File: config.mk
export PLATFORM = sky130hd
export DESIGN_NAME = ieee488_status_and_poll
export DESIGN_NICKNAME = d
export VERILOG_FILES = /design/src/rtl/ieee488_pkg.sv /design/src/rtl/input_queue.sv /design/src/rtl/ieee488_status_and_poll.sv
export SDC_FILE = /design/constraint.sdc
export NUM_CORES = 2
export LEC_CHECK = 0
export ABC_AREA = 1
export BUFFER_PORTS_ARGS = -buffer_cell sky130_fd_sc_hd__buf_4
export CORE_UTILIZATION = 50
export DETAILED_ROUTE_END_ITERATION = 16
export HOLD_SLACK_MARGIN = 0.06
export PLACE_DENSITY = 0.65
export SLEW_MARGIN = 20
export SYNTH_ARGS = -nofsm -noshare
export SYNTH_HDL_FRONTEND = slang
export SYNTH_SLANG_ARGS = --single-unit
File: constraint.sdc
create_clock -name clock -period 8.3 [get_ports clock]
set_input_delay 1.245 -clock clock [delete_from_list [all_inputs] [get_ports clock]]
set_output_delay 1.245 -clock clock [all_outputs]
set_load 0.03 [all_outputs]
File: src/rtl/ieee488_pkg.sv
// shared constants and types for the status and poll block
package ieee488_pkg;
  localparam int QDEPTH = 256;
  localparam int QAW = 8;
  localparam logic [8:0] QCOUNT_FULL = 9'h100;
  localparam logic [8:0] QCOUNT_ONE = 9'h001;
  localparam logic [7:0] CHAR_LF = 8'h0A;
  localparam logic [7:0] ZERO8 = 8'h00;
  // event flag positions
  localparam int EV_PON = 7;
  localparam int EV_CMD_ERR = 5;
  localparam int EV_EXE_ERR = 4;
  localparam int EV_QRY_ERR = 2;
  localparam int EV_OPC = 0;
  localparam logic [7:0] EV_USED = 8'hB5;
  localparam logic [7:0] EV_RESET = 8'h80;
  // summary byte positions
  localparam int SB_RQS = 6;
  localparam int SB_ESB = 5;
  localparam int SB_MAV = 4;
  localparam logic [7:0] SB_USED = 8'h70;
  localparam logic [7:0] SRE_USED = 8'h30;
  localparam logic [7:0] PRE_USED = 8'h70;
  localparam logic [7:0] SB_RESET = 8'h00;
  // query fault codes
  localparam logic [7:0] QF_INTERRUPTED = 8'h01;
  localparam logic [7:0] QF_DEADLOCK = 8'h02;
  localparam logic [7:0] QF_UNTERMINATED = 8'h03;
  // poll enable byte layout
  localparam int PPE_KEY_HI = 6;
  localparam int PPE_KEY_LO = 4;
  localparam logic [2:0] PPE_KEY = 3'h6;
  localparam int PPE_SENSE = 3;
  localparam int PPE_LINE_HI = 2;
  localparam logic [7:0] ONE8 = 8'h01;
  typedef enum logic [3:0] {
    OP_NONE = 4'h0,
    OP_ESE_SET = 4'h1,
    OP_SRE_SET = 4'h2,
    OP_PRE_SET = 4'h3,
    OP_ESE_Q = 4'h4,
    OP_SRE_Q = 4'h5,
    OP_PRE_Q = 4'h6,
    OP_ESR_Q = 4'h7,
    OP_STB_Q = 4'h8,
    OP_OPC = 4'h9,
    OP_CLS = 4'hA,
    OP_QF_Q = 4'hB,
    OP_EF_Q = 4'hC
  } cmd_op_t;
  typedef struct packed {
    cmd_op_t op;
    logic [7:0] arg;
  } cmd_t;
  typedef struct packed {
    logic end_flag;
    logic [7:0] data;
  } qbyte_t;
  typedef enum logic [1:0] {
    PP_IDLE = 2'b00,
    PP_ARMED = 2'b01,
    PP_ON = 2'b11
  } pp_state_t;
endpackage

File: src/rtl/input_queue.sv
// raw input byte queue between bus acceptor and parser
`timescale 1ns/1ps
module input_queue (
  input wire logic clock,
  input wire logic rst_n,
  input wire logic flush,
  input ieee488_pkg::qbyte_t in_byte,
  input wire logic in_valid,
  output logic in_ready,
  output ieee488_pkg::qbyte_t out_byte,
  output logic out_valid,
  input wire logic out_pop,
  output logic full,
  output logic empty,
  output logic [8:0] end_count
);
  ieee488_pkg::qbyte_t mem [ieee488_pkg::QDEPTH];
  logic [ieee488_pkg::QAW-1:0] wr_ptr_reg;
  logic [ieee488_pkg::QAW-1:0] rd_ptr_reg;
  logic [8:0] count_reg;
  logic [8:0] ends_reg;
  logic push;
  logic pop;

  assign full = (count_reg == ieee488_pkg::QCOUNT_FULL);
  assign empty = (count_reg == 9'h000);
  assign in_ready = !full;
  assign out_valid = !empty;
  assign out_byte = mem[rd_ptr_reg];
  assign end_count = ends_reg;
  assign push = in_valid && in_ready;
  assign pop = out_pop && out_valid;

  // no reset on storage; only pointers and counts need a defined value
  always_ff @(posedge clock)
  begin
    if (push)
    begin
      mem[wr_ptr_reg] <= in_byte;
    end
  end

  always_ff @(posedge clock or negedge rst_n)
  begin
    if (!rst_n)
    begin
      wr_ptr_reg <= 8'h00;
      rd_ptr_reg <= 8'h00;
      count_reg <= 9'h000;
      ends_reg <= 9'h000;
    end
    else if (flush)
    begin
      wr_ptr_reg <= 8'h00;
      rd_ptr_reg <= 8'h00;
      count_reg <= 9'h000;
      ends_reg <= 9'h000;
    end
    else
    begin
      if (push)
      begin
        wr_ptr_reg <= wr_ptr_reg + 8'h01;
      end
      if (pop)
      begin
        rd_ptr_reg <= rd_ptr_reg + 8'h01;
      end
      count_reg <= count_reg + {8'h00, push} - {8'h00, pop};
      ends_reg <= ends_reg + {8'h00, push && in_byte.end_flag}
        - {8'h00, pop && out_byte.end_flag};
    end
  end
endmodule // input_queue

File: src/rtl/ieee488_status_and_poll.sv
// status reporting, poll and query fault logic of the bus instrument
// Operation
// RL1: talk with nothing to say: code 3
// RL2: pending reply interrupted: code 1, discard
// RL3: pending reply and full queue: code 2
// RL4: ist is OR of poll mask AND status
// RL5: poll byte: key 110, sense, line
// RL6: controller sends configure before enable byte
// RL7: summary bit 5 from masked event flags
// RL8: event flag query returns then clears
// RL9: masks written by set, read by query
// RL10: event flag bit map fixed
// RL11: syntax error flags, resets parser
// RL12: execution failure flags and stores code
// RL13: completion command sets bit 0
// RL14: masked status sets bit 6, service request
// RL15: query gives summary, serial poll gives request
// RL16: message available until terminator sent
// RL17: power on: flags 128, rest zero
// RL18: memory fault warns and loads defaults
// RL19: talker listener, no controller role
// RL20: input queue holds 256 bytes
// RL21: three message terminator forms accepted
// RL22: unused bits read zero, ignore writes
// RL23: fault codes hold until power or clear
`timescale 1ns/1ps
module ieee488_status_and_poll (
  input wire logic clock,
  input wire logic rst_n,
  input ieee488_pkg::qbyte_t bus_byte,
  input wire logic bus_valid,
  output logic bus_ready,
  output ieee488_pkg::qbyte_t parse_byte,
  output logic parse_valid,
  input wire logic parse_pop,
  output logic parser_reset,
  input wire logic dev_clear,
  input wire logic talk_addressed,
  input wire logic resp_ready,
  input wire logic resp_term_sent,
  output logic resp_discard,
  input wire logic cmd_valid,
  input ieee488_pkg::cmd_t cmd,
  output logic ans_valid,
  output logic [7:0] ans_data,
  input wire logic syntax_err,
  input wire logic exec_err,
  input wire logic [7:0] exec_code,
  input wire logic spoll,
  output logic [7:0] spoll_data,
  output logic srq,
  input wire logic pp_config,
  input wire logic pp_enable_cmd,
  input wire logic [7:0] pp_byte,
  input wire logic pp_poll,
  output logic [7:0] pp_dio_out,
  output logic [7:0] pp_dio_oe,
  output logic ist,
  input wire logic nvm_err,
  output logic nvm_warn,
  output logic defaults_load
);
  logic [7:0] event_flags_reg;
  logic [7:0] event_flags_mask_reg;
  logic [7:0] service_req_mask_reg;
  logic [7:0] poll_line_mask_reg;
  logic [7:0] query_fault_code_reg;
  logic [7:0] exec_fault_code_reg;
  logic mav_reg;
  logic rqs_reg;
  logic mss_q_reg;
  logic pp_sense_reg;
  logic [2:0] pp_line_reg;
  ieee488_pkg::pp_state_t pp_state_reg;
  logic [7:0] summary_byte;
  logic [7:0] ev_set;
  logic [7:0] ev_clr;
  logic q_full;
  logic q_empty;
  logic [8:0] q_ends;
  logic term_pop;
  logic qf_unterm;
  logic qf_intr;
  logic qf_dead;
  logic qf_any;
  logic esb;
  logic mss;
  logic is_cmd;

  // queue capacity sets the deadlock point [RL20]
  input_queue u_queue (
    .clock(clock),
    .rst_n(rst_n),
    .flush(dev_clear),
    .in_byte(bus_byte),
    .in_valid(bus_valid),
    .in_ready(bus_ready),
    .out_byte(parse_byte),
    .out_valid(parse_valid),
    .out_pop(parse_pop),
    .full(q_full),
    .empty(q_empty),
    .end_count(q_ends)
  );

  // lf alone, lf with end, or end on last byte [RL21]
  assign term_pop = parse_pop && parse_valid
    && ((parse_byte.data == ieee488_pkg::CHAR_LF) || parse_byte.end_flag);
  // single talk address, no controller side ports [RL19]
  assign qf_unterm = talk_addressed && !mav_reg && q_empty; // [RL1]
  assign qf_dead = mav_reg && q_full; // [RL3]
  assign qf_intr = mav_reg && !q_full
    && (term_pop || (q_ends > ieee488_pkg::QCOUNT_ONE)); // [RL2]
  assign qf_any = qf_unterm || qf_dead || qf_intr;
  assign is_cmd = cmd_valid;

  assign esb = |(event_flags_reg & event_flags_mask_reg); // [RL7]
  always_comb
  begin
    summary_byte = ieee488_pkg::SB_RESET;
    summary_byte[ieee488_pkg::SB_ESB] = esb; // [RL7]
    summary_byte[ieee488_pkg::SB_MAV] = mav_reg; // [RL16]
  end
  assign mss = |(summary_byte & service_req_mask_reg
    & ieee488_pkg::SRE_USED); // [RL14]
  // ist formed from the status with bit 6 as master summary [RL4]
  assign ist = |(poll_line_mask_reg
    & (summary_byte | {1'b0, mss, 6'h00}));

  always_comb
  begin
    ev_set = ieee488_pkg::ZERO8;
    ev_set[ieee488_pkg::EV_CMD_ERR] = syntax_err; // [RL11]
    ev_set[ieee488_pkg::EV_EXE_ERR] = exec_err; // [RL12]
    ev_set[ieee488_pkg::EV_QRY_ERR] = qf_any; // [RL1] [RL2] [RL3]
    ev_set[ieee488_pkg::EV_OPC] = is_cmd
      && (cmd.op == ieee488_pkg::OP_OPC); // [RL13]
    ev_clr = ieee488_pkg::ZERO8;
    if (is_cmd && ((cmd.op == ieee488_pkg::OP_ESR_Q)
      || (cmd.op == ieee488_pkg::OP_CLS)))
    begin
      ev_clr = 8'hFF; // [RL8]
    end
  end

  // set wins over the read clear so no event is lost [RL8] [RL10] [RL22]
  always_ff @(posedge clock or negedge rst_n)
  begin
    if (!rst_n)
    begin
      event_flags_reg <= ieee488_pkg::EV_RESET; // [RL17]
    end
    else
    begin
      event_flags_reg <= ((event_flags_reg & ~ev_clr) | ev_set)
        & ieee488_pkg::EV_USED;
    end
  end

  // mask registers [RL9] [RL22]
  always_ff @(posedge clock or negedge rst_n)
  begin
    if (!rst_n)
    begin
      event_flags_mask_reg <= ieee488_pkg::ZERO8; // [RL17]
      service_req_mask_reg <= ieee488_pkg::ZERO8;
      poll_line_mask_reg <= ieee488_pkg::ZERO8;
    end
    else if (is_cmd)
    begin
      case (cmd.op)
        ieee488_pkg::OP_ESE_SET:
          event_flags_mask_reg <= cmd.arg & ieee488_pkg::EV_USED; // [RL9]
        ieee488_pkg::OP_SRE_SET:
          service_req_mask_reg <= cmd.arg & ieee488_pkg::SRE_USED;
        ieee488_pkg::OP_PRE_SET:
          poll_line_mask_reg <= cmd.arg & ieee488_pkg::PRE_USED;
        default:
          event_flags_mask_reg <= event_flags_mask_reg;
      endcase
    end
  end

  // fault codes hold until reset or clear command [RL23]
  always_ff @(posedge clock or negedge rst_n)
  begin
    if (!rst_n)
    begin
      query_fault_code_reg <= ieee488_pkg::ZERO8; // [RL17]
      exec_fault_code_reg <= ieee488_pkg::ZERO8;
    end
    else
    begin
      if (qf_dead)
      begin
        query_fault_code_reg <= ieee488_pkg::QF_DEADLOCK; // [RL3]
      end
      else if (qf_intr)
      begin
        query_fault_code_reg <= ieee488_pkg::QF_INTERRUPTED; // [RL2]
      end
      else if (qf_unterm)
      begin
        query_fault_code_reg <= ieee488_pkg::QF_UNTERMINATED; // [RL1]
      end
      else if (is_cmd && (cmd.op == ieee488_pkg::OP_CLS))
      begin
        query_fault_code_reg <= ieee488_pkg::ZERO8; // [RL23]
      end
      if (exec_err)
      begin
        exec_fault_code_reg <= exec_code; // [RL12]
      end
      else if (is_cmd && (cmd.op == ieee488_pkg::OP_CLS))
      begin
        exec_fault_code_reg <= ieee488_pkg::ZERO8;
      end
    end
  end

  // reply bookkeeping; discard beats a late ready [RL16]
  always_ff @(posedge clock or negedge rst_n)
  begin
    if (!rst_n)
    begin
      mav_reg <= 1'b0;
      resp_discard <= 1'b0;
      parser_reset <= 1'b0;
    end
    else
    begin
      resp_discard <= qf_dead || qf_intr; // [RL2] [RL3]
      parser_reset <= qf_unterm || syntax_err || dev_clear; // [RL1] [RL11]
      if (qf_dead || qf_intr || resp_term_sent || dev_clear)
      begin
        mav_reg <= 1'b0;
      end
      else if (resp_ready)
      begin
        mav_reg <= 1'b1; // [RL16]
      end
    end
  end

  // query answers, one cycle after the command
  always_ff @(posedge clock or negedge rst_n)
  begin
    if (!rst_n)
    begin
      ans_valid <= 1'b0;
      ans_data <= ieee488_pkg::ZERO8;
    end
    else
    begin
      ans_valid <= 1'b0;
      if (is_cmd)
      begin
        ans_valid <= 1'b1;
        case (cmd.op)
          ieee488_pkg::OP_ESE_Q: ans_data <= event_flags_mask_reg; // [RL9]
          ieee488_pkg::OP_SRE_Q: ans_data <= service_req_mask_reg;
          ieee488_pkg::OP_PRE_Q: ans_data <= poll_line_mask_reg;
          ieee488_pkg::OP_ESR_Q: ans_data <= event_flags_reg; // [RL8]
          ieee488_pkg::OP_STB_Q:
            ans_data <= summary_byte | {1'b0, mss, 6'h00}; // [RL15]
          ieee488_pkg::OP_QF_Q: ans_data <= query_fault_code_reg;
          ieee488_pkg::OP_EF_Q: ans_data <= exec_fault_code_reg;
          default: ans_valid <= 1'b0;
        endcase
      end
    end
  end

  // request stays until polled or summary falls [RL14] [RL15]
  always_ff @(posedge clock or negedge rst_n)
  begin
    if (!rst_n)
    begin
      rqs_reg <= 1'b0;
      mss_q_reg <= 1'b0;
      spoll_data <= ieee488_pkg::ZERO8;
    end
    else
    begin
      mss_q_reg <= mss;
      if (mss && !mss_q_reg)
      begin
        rqs_reg <= 1'b1; // [RL14]
      end
      else if (spoll || !mss)
      begin
        rqs_reg <= 1'b0;
      end
      if (spoll)
      begin
        spoll_data <= summary_byte | {1'b0, rqs_reg, 6'h00}; // [RL15]
      end
    end
  end
  assign srq = rqs_reg; // [RL14]

  // configure must precede the enable byte [RL6] [RL5]
  always_ff @(posedge clock or negedge rst_n)
  begin
    if (!rst_n)
    begin
      pp_state_reg <= ieee488_pkg::PP_IDLE;
      pp_sense_reg <= 1'b0;
      pp_line_reg <= 3'h0;
    end
    else
    begin
      case (pp_state_reg)
        ieee488_pkg::PP_IDLE,
        ieee488_pkg::PP_ON:
          if (pp_config)
          begin
            pp_state_reg <= ieee488_pkg::PP_ARMED; // [RL6]
          end
        ieee488_pkg::PP_ARMED:
          if (pp_enable_cmd)
          begin
            // bit 7 ignored; other keys disable [RL5]
            if (pp_byte[ieee488_pkg::PPE_KEY_HI:ieee488_pkg::PPE_KEY_LO]
              == ieee488_pkg::PPE_KEY)
            begin
              pp_state_reg <= ieee488_pkg::PP_ON;
              pp_sense_reg <= pp_byte[ieee488_pkg::PPE_SENSE];
              pp_line_reg <= pp_byte[ieee488_pkg::PPE_LINE_HI:0];
            end
            else
            begin
              pp_state_reg <= ieee488_pkg::PP_IDLE;
            end
          end
        default:
          pp_state_reg <= ieee488_pkg::PP_IDLE;
      endcase
    end
  end

  // drive only the chosen line, passive otherwise [RL4] [RL5]
  always_ff @(posedge clock or negedge rst_n)
  begin
    if (!rst_n)
    begin
      pp_dio_out <= ieee488_pkg::ZERO8;
      pp_dio_oe <= ieee488_pkg::ZERO8;
    end
    else if (pp_poll && (pp_state_reg == ieee488_pkg::PP_ON)
      && (ist == pp_sense_reg))
    begin
      pp_dio_out <= ieee488_pkg::ONE8 << pp_line_reg;
      pp_dio_oe <= ieee488_pkg::ONE8 << pp_line_reg;
    end
    else
    begin
      pp_dio_out <= ieee488_pkg::ZERO8;
      pp_dio_oe <= ieee488_pkg::ZERO8;
    end
  end

  // status itself is volatile; settings reload is left to the owner
  always_ff @(posedge clock or negedge rst_n)
  begin
    if (!rst_n)
    begin
      nvm_warn <= 1'b0;
      defaults_load <= 1'b0;
    end
    else
    begin
      defaults_load <= nvm_err; // [RL18]
      if (nvm_err)
      begin
        nvm_warn <= 1'b1; // [RL18]
      end
    end
  end
endmodule // ieee488_status_and_poll

======== Yosys cells after proc, flatten, opt, wreduce, memory -nomap -nowiden ========
Memories as Yosys holds them, arrays and structs flattened.
Cells that the tools add are included.
operators by class
  add/subtract/negate cells ............... 6
  $lt $le $gt $ge ......................... 1
  equality and inequality tests ........... 20
  shift operators ......................... 1
  multiplexer cells ....................... 26
  bitwise operators ....................... 8
  reduce and logical (&&, ||, !) cells .... 52
operator list
  kind                                                                             count
  8-bit 2-to-1 mux                                                                 11
  8-bit one-hot mux with 7 select lines                                            1
  4-bit equality test, second input constant                                       5
  9-bit by 1-bit adder with 9-bit output                                           2
  9-bit 2-to-1 mux                                                                 2
  9-bit by 1-bit subtractor with 9-bit output                                      2
  8-bit by 1-bit adder with 8-bit output, second input constant                    2
  8-bit AND                                                                        2
  4-bit by 3-bit equality test with 1-bit output, second input constant            4
  1-bit logical AND                                                                16
  8-bit OR reduction                                                               2
  6-bit by 7-bit bitwise OR with 7-bit output                                      2
  1-bit logical OR                                                                 11
  2-bit AND reduction                                                              5
  2-bit nonzero test                                                               5
  9-bit equality test, second input constant                                       1
  9-bit by 1-bit greater-than comparator with 1-bit output, second input constant  1
  9-bit zero test                                                                  1
  7-bit by 8-bit AND with 8-bit output                                             1
  4-bit by 2-bit equality test with 1-bit output, second input constant            2
  8-bit by 4-bit equality test with 1-bit output, second input constant            1
  1-bit 2-to-1 mux                                                                 8
  8-bit inverter                                                                   1
  8-bit by 6-bit bitwise OR with 8-bit output                                      1
  other kinds (17)                                                                 25
word-level totals
  register bits ........................... 103
  RAM bits ................................ 2304
  bits of input ports ..................... 53
  output and inout port bits .............. 50
  memories kept ........................... 1
memory list
  memory       words  width  read ports  clocked after Yosys merged registers in  wr ports  RTL line           RTL
  u_queue.mem  256    9      1           0                                        1         input_queue.sv:17  ieee488_pkg::qbyte_t mem [ieee488_pkg::QDEPTH];

======== Logic depth before layout (Yosys ltp) ========
  depth after elaboration ................. 10
  mapped depth ............................ 35
  mapped depth without buffers ............ 31

======== Modules after synthesis ========
A second synthesis with hierarchy kept.
second synthesis, totals
  cell total of the unflattened synthesis .. 7949
  area, all modules ....................... 97178.2 um^2
by module, submodules not included
  module                   times used  cells an instance  area each (um^2)  seq. area each (um^2)
  input_queue              1           7605               94359.2           70037.2
  ieee488_status_and_poll  1           344                2819.0            1452.6

======== Least setup slack after synthesis ========
OpenSTA, ideal clock, no wires.
  path type ............................... register to register
  start point ............................. register u_queue.rd_ptr_reg[0] (netlist name)
  end point ............................... register u_queue.ends_reg[8] (netlist: u_queue.end_count[8])
  setup time .............................. 0.077 ns
  arrival time ............................ 3.645 ns
  data required time ...................... 8.223 ns
  setup slack ............................. 4.577 ns
  cell stages (with the launch flop) ...... 33
  clock period less this slack ............ 3.723 ns
  cells stage by stage .................... dfrtp_1 > buf_6 > buf_4 > buf_4 > buf_4 > buf_2 > nor2_1 > o22ai_1 > a21oi_1 > nand3_1 > nand3_1 > nand3_1 > nand3_2 > a21oi_1 > ha_1 > inv_1 > ha_1 > fa_1 > inv_1 > nor2_1 > nor2_1 > o21bai_1 > inv_1 > nor2_1 > nor2_1 > o21bai_1 > nand2_1 > inv_1 > nor2_1 > nor2_1 > nor2_1 > o21ai_0 > a21oi_1
on the way
  longest elaborated chain between the ends .. 4
RTL lines
  element                                      RTL line           RTL
  start, declared                              input_queue.sv:19  logic [ieee488_pkg::QAW-1:0] rd_ptr_reg;
  start signal, assigned                       input_queue.sv:67  rd_ptr_reg <= rd_ptr_reg + 8'h01;
  memory 256 x 9 bit                           -
  1-bit logical AND                            input_queue.sv:71  - {8'h00, pop && out_byte.end_flag};
  9-bit by 1-bit subtractor with 9-bit output  input_queue.sv:71
  9-bit 2-to-1 mux                             input_queue.sv:52  else if (flush)
  end signal, assigned                         input_queue.sv:70  ends_reg <= ends_reg + {8'h00, push && in_byte.end_flag}
  end, declared                                input_queue.sv:21  logic [8:0] ends_reg;
No other way between the ends.
A chain may end at the register's enable or synchronous reset.

==> results.md <==
* Worst EP arrival at roughly 5.5 ns
* List of most frequent post-synthesis cells: sky130_fd_sc_hd__edfxtp_1, sky130_fd_sc_hd__nor2_1, sky130_fd_sc_hd__nand2_1
* Max Clock Skew at roughly 0.047 ns
* CTS H-tree lvls at 4
* Sum of internal, switching and leakage power at 27.46 mW
* PortBufs at 94
* DRC violation count after routing at 0
* Routed wire per std cell at 23.30 µm
* Pins Over Slew Limit at 0
* Mean cell area of the mapped netlist at about 12 µm²
* Area overhead of the layout relative to synthesis at 9.804%
* Proportion of layout cells with a drive suffix above 1 at 6.465%
* Wirelength, routed at 264.9 mm
* Crit path time final at 6.767 ns
* Clock latency on the worst-skew pair at between 0.8 and 0.9 ns
* CTS Buffer Depth at 3
* Total placed instance area at a little over 100000 µm²
* Cell taking the most area after synthesis: sky130_fd_sc_hd__edfxtp_1
* Resized cells post-CTS at 0
* Distinct cell type count after synthesis at 48
* Number of failing setup endpoints in the final timing report at 0
* Element type at the critical path end: output port
* First-pass GRT wire length at between 300 and 400 mm
* Number of global-route vias before repair at around 61000
* Summed instance area of the synthesized netlist at approximately 99000 µm²
* Yosys warnings at 0
* Height of the die at between 400 and 500 µm
* Nets@finish at between 8000 and 9000
* Standard-cell row count at ~160
* Maximum number of pins on one net before global-route repair at about 240
* Sequential-to-total area share from yosys stat at 72.00%
* Minimum setup slack after placement at 2.395 ns
* Hold buffers post-CTS at 0
* Most instantiated flip-flop cell in the synthesis netlist: sky130_fd_sc_hd__edfxtp_1
* Routability-driven placement congestion ratio at just over 0.9
* Kind of start point of the critical path: register
* Initial standard-cell utilization of the core at 50.35%
* Cells after synthesis at roughly 8600
* Max-Slew Margin vs Limit at approximately a quarter
* Final ANT Viol Nets at 0
* DR pass1 iterations at 8
* Setup ws final at between 1.5 and 2 ns
* Root Buffer Master: sky130_fd_sc_hd__clkbuf_16
* Die X at about 450 µm
* Number of max-cap violations at 0
* Antenna violations before repair at 10
* Highest ir drop seen on vdd at around 0.00026 V
* Result of the run: finished, final reports clean
* Clock net sink count at about 2400
* # IOs at slightly above 100
* Unrepaired setup endpoints after global routing: no
* Synth top area cells: sky130_fd_sc_hd__edfxtp_1, sky130_fd_sc_hd__nor2_1, sky130_fd_sc_hd__nand2_1
* Type of the worst setup path: register to output port
* Std-Cell Core Area at ~200000 µm²
* Half-perimeter wire length after detailed placement at ~150 mm
* Share of synthesized flip-flops with an asynchronous set or reset at between 3 and 4%
* Number of buffers added by the clock tree synthesis step at around 230
* Slew @ Worst Pin at roughly 1.1 ns
* Crit-path max FO at 88
* F_max at around 150 MHz
* Number of enable flip-flop cells after synthesis at 2304
* Flip-flop and latch count after synthesis at approximately 2400
* Area of the die at approximately 200000 µm²
* Tightest Hold Check Type: primary input to asynchronous set/reset pin
* Final critical-path share of the clock period at between 80% and 90%
* Detailed-route vias per instance at 5.741
* Tot GR Track Use at 26.25%
* Total grt overflow at 0
* Hold violation count in the final report at 0
* Setup Fix Bufs, Post-CTS at 0
* Leakage power at ~38 nW
* 1st-iter DRT viols at ~8400
* Layout filler cell count at 16159
* Via Count at 65264
* PD cells at 251.9 nW/µm²
* Clock tree from TritonCTS: built
* Required @ worst endpoint at a little over 7 ns
* Flip-flop count of the largest register after layout at 2304
* Post-synth top area share at 69.68%
* Leading cell type by number of instances after synthesis: sky130_fd_sc_hd__edfxtp_1
* Clock-pin transition on the worst setup and hold timing paths at around 0.060 ns
* Post-route cell area at approximately 110000 µm²
* Setup Total Neg Slack at 0 ns
==> final timing paths <==
path | end | cells after the start | slack, ns | startpoint
worst min-delay path | u_queue.end_count[5] | 1 | 0.24 | rst_n
worst max-delay path | parse_byte[4] | 15 | 1.53 | u_queue.rd_ptr_reg[1]
min in group clock | srq | 1 | 0.43 | mss_q_reg
worst min register to register | srq | 1 | 0.43 | mss_q_reg
max in group asynchronous | event_flags_reg[7] | 3 | 7.09 | rst_n
worst max register to register | u_queue.end_count[8] | 31 | 2.23 | u_queue.rd_ptr_reg[0]
==> layout make-up <==
class	instances	area (µm²)	share of cell area [%]
clock inverter	123	1117	1.025
clock buffer	301	6052	5.551
timing repair buffer	223	2057	1.887
antenna	5	12.51	0.01148
tap	2640	3303	3.030
sequential	2396	71500	65.58
inverter	406	1558	1.429
multi-input combinational	5275	23430	21.49
==> placed cells by master, fill, tap and decap left out, drive strengths merged, types with 2 or more instances in the layout <==
cell / netlist / routed
diode: 0 / 5
mux2: 2 / 2
conb: 1 / 5
nand4: 13 / 13
clkinv: 6 / 111
inv: 400 / 404
edfxtp: 2304 / 2304
nor4: 3 / 3
bufinv: 0 / 13
nor2: 1695 / 1695
o21bai: 5 / 5
a211oi: 3 / 3
nor3: 14 / 14
nand2: 1540 / 1540
a21oi: 144 / 144
o221ai: 5 / 5
or2: 8 / 8
xor2: 2 / 2
nand3: 551 / 551
dfrtp: 91 / 91
o31ai: 2 / 2
o21ai: 954 / 954
fa: 2 / 2
o22ai: 99 / 99
buf: 361 / 223
o211ai: 176 / 176
ha: 37 / 37
a31oi: 5 / 5
clkbuf: 175 / 301
==> report_power, final <==
part	leakage, nW	total (mW)	internal (mW)	switching, mW
Combinational	13.1	3.94	1.10	2.84
Clock	3.49	10.1	5.54	4.52
Sequential	21.9	13.5	13.4	0.0981
==> critical path: stages, from the launching register on <==
cell and delay [ns]:
sky130_fd_sc_hd__dfrtp_4 0.79, sky130_fd_sc_hd__inv_8 0.58, sky130_fd_sc_hd__buf_12 0.43, sky130_fd_sc_hd__buf_4 0.34
sky130_fd_sc_hd__buf_4 0.28, sky130_fd_sc_hd__o21ai_0 0.12, sky130_fd_sc_hd__o21ai_0 0.39, sky130_fd_sc_hd__nand2_1 0.12
sky130_fd_sc_hd__nand2_1 0.08, sky130_fd_sc_hd__inv_1 0.06, sky130_fd_sc_hd__a21oi_1 0.35, sky130_fd_sc_hd__nor2_1 0.09
sky130_fd_sc_hd__nand2_1 0.20, sky130_fd_sc_hd__nand3_1 0.17, sky130_fd_sc_hd__nand2_1 0.29, sky130_fd_sc_hd__buf_4 0.23
==> routing by layer <==
metal / global-route usage [%] / vias to the layer above / wire length [µm]
li1: - / 29732 / -
met1: 38.07 / 31983 / 109800
met2: 39.67 / 3083 / 119800
met3: 4.640 / 466 / 25430
met4: 9.850 / 0 / 9776
met5: 0 / - / 0
==> per-stage QoR <==
| stage | hold WS [ns] | utilization [%] | std cells |
|---|---|---|---|
| 2_1_floorplan | 0.4041 | - | 8613 |
| 3_3_place_gp | 0.4134 | 51.62 | 10939 |
| 3_5_place_dp | 0.4314 | 51.62 | 10939 |
| 4_1_cts | 0.1872 | 55.26 | 11363 |
| 5_1_grt | 0.2211 | 55.28 | 11366 |
| 6_report | 0.2382 | 55.28 | 11369 |
==> logic make-up (layout without fill, tap and decap cells) <==
group           after synthesis  in the layout  synth area share [%]
compound gates             1400           1400                 7.704
xor+xnor                      3              3               0.02647
fa+ha+maj                    39             39                0.5066
buf+inv                     942           1053                 4.482
flops                      2396           2396                 72.00
mux                           2              2               0.02268
other cells                   1             10              0.003777
simple gates               3826           3826                 15.25
(Power assumes the default switching activity.)
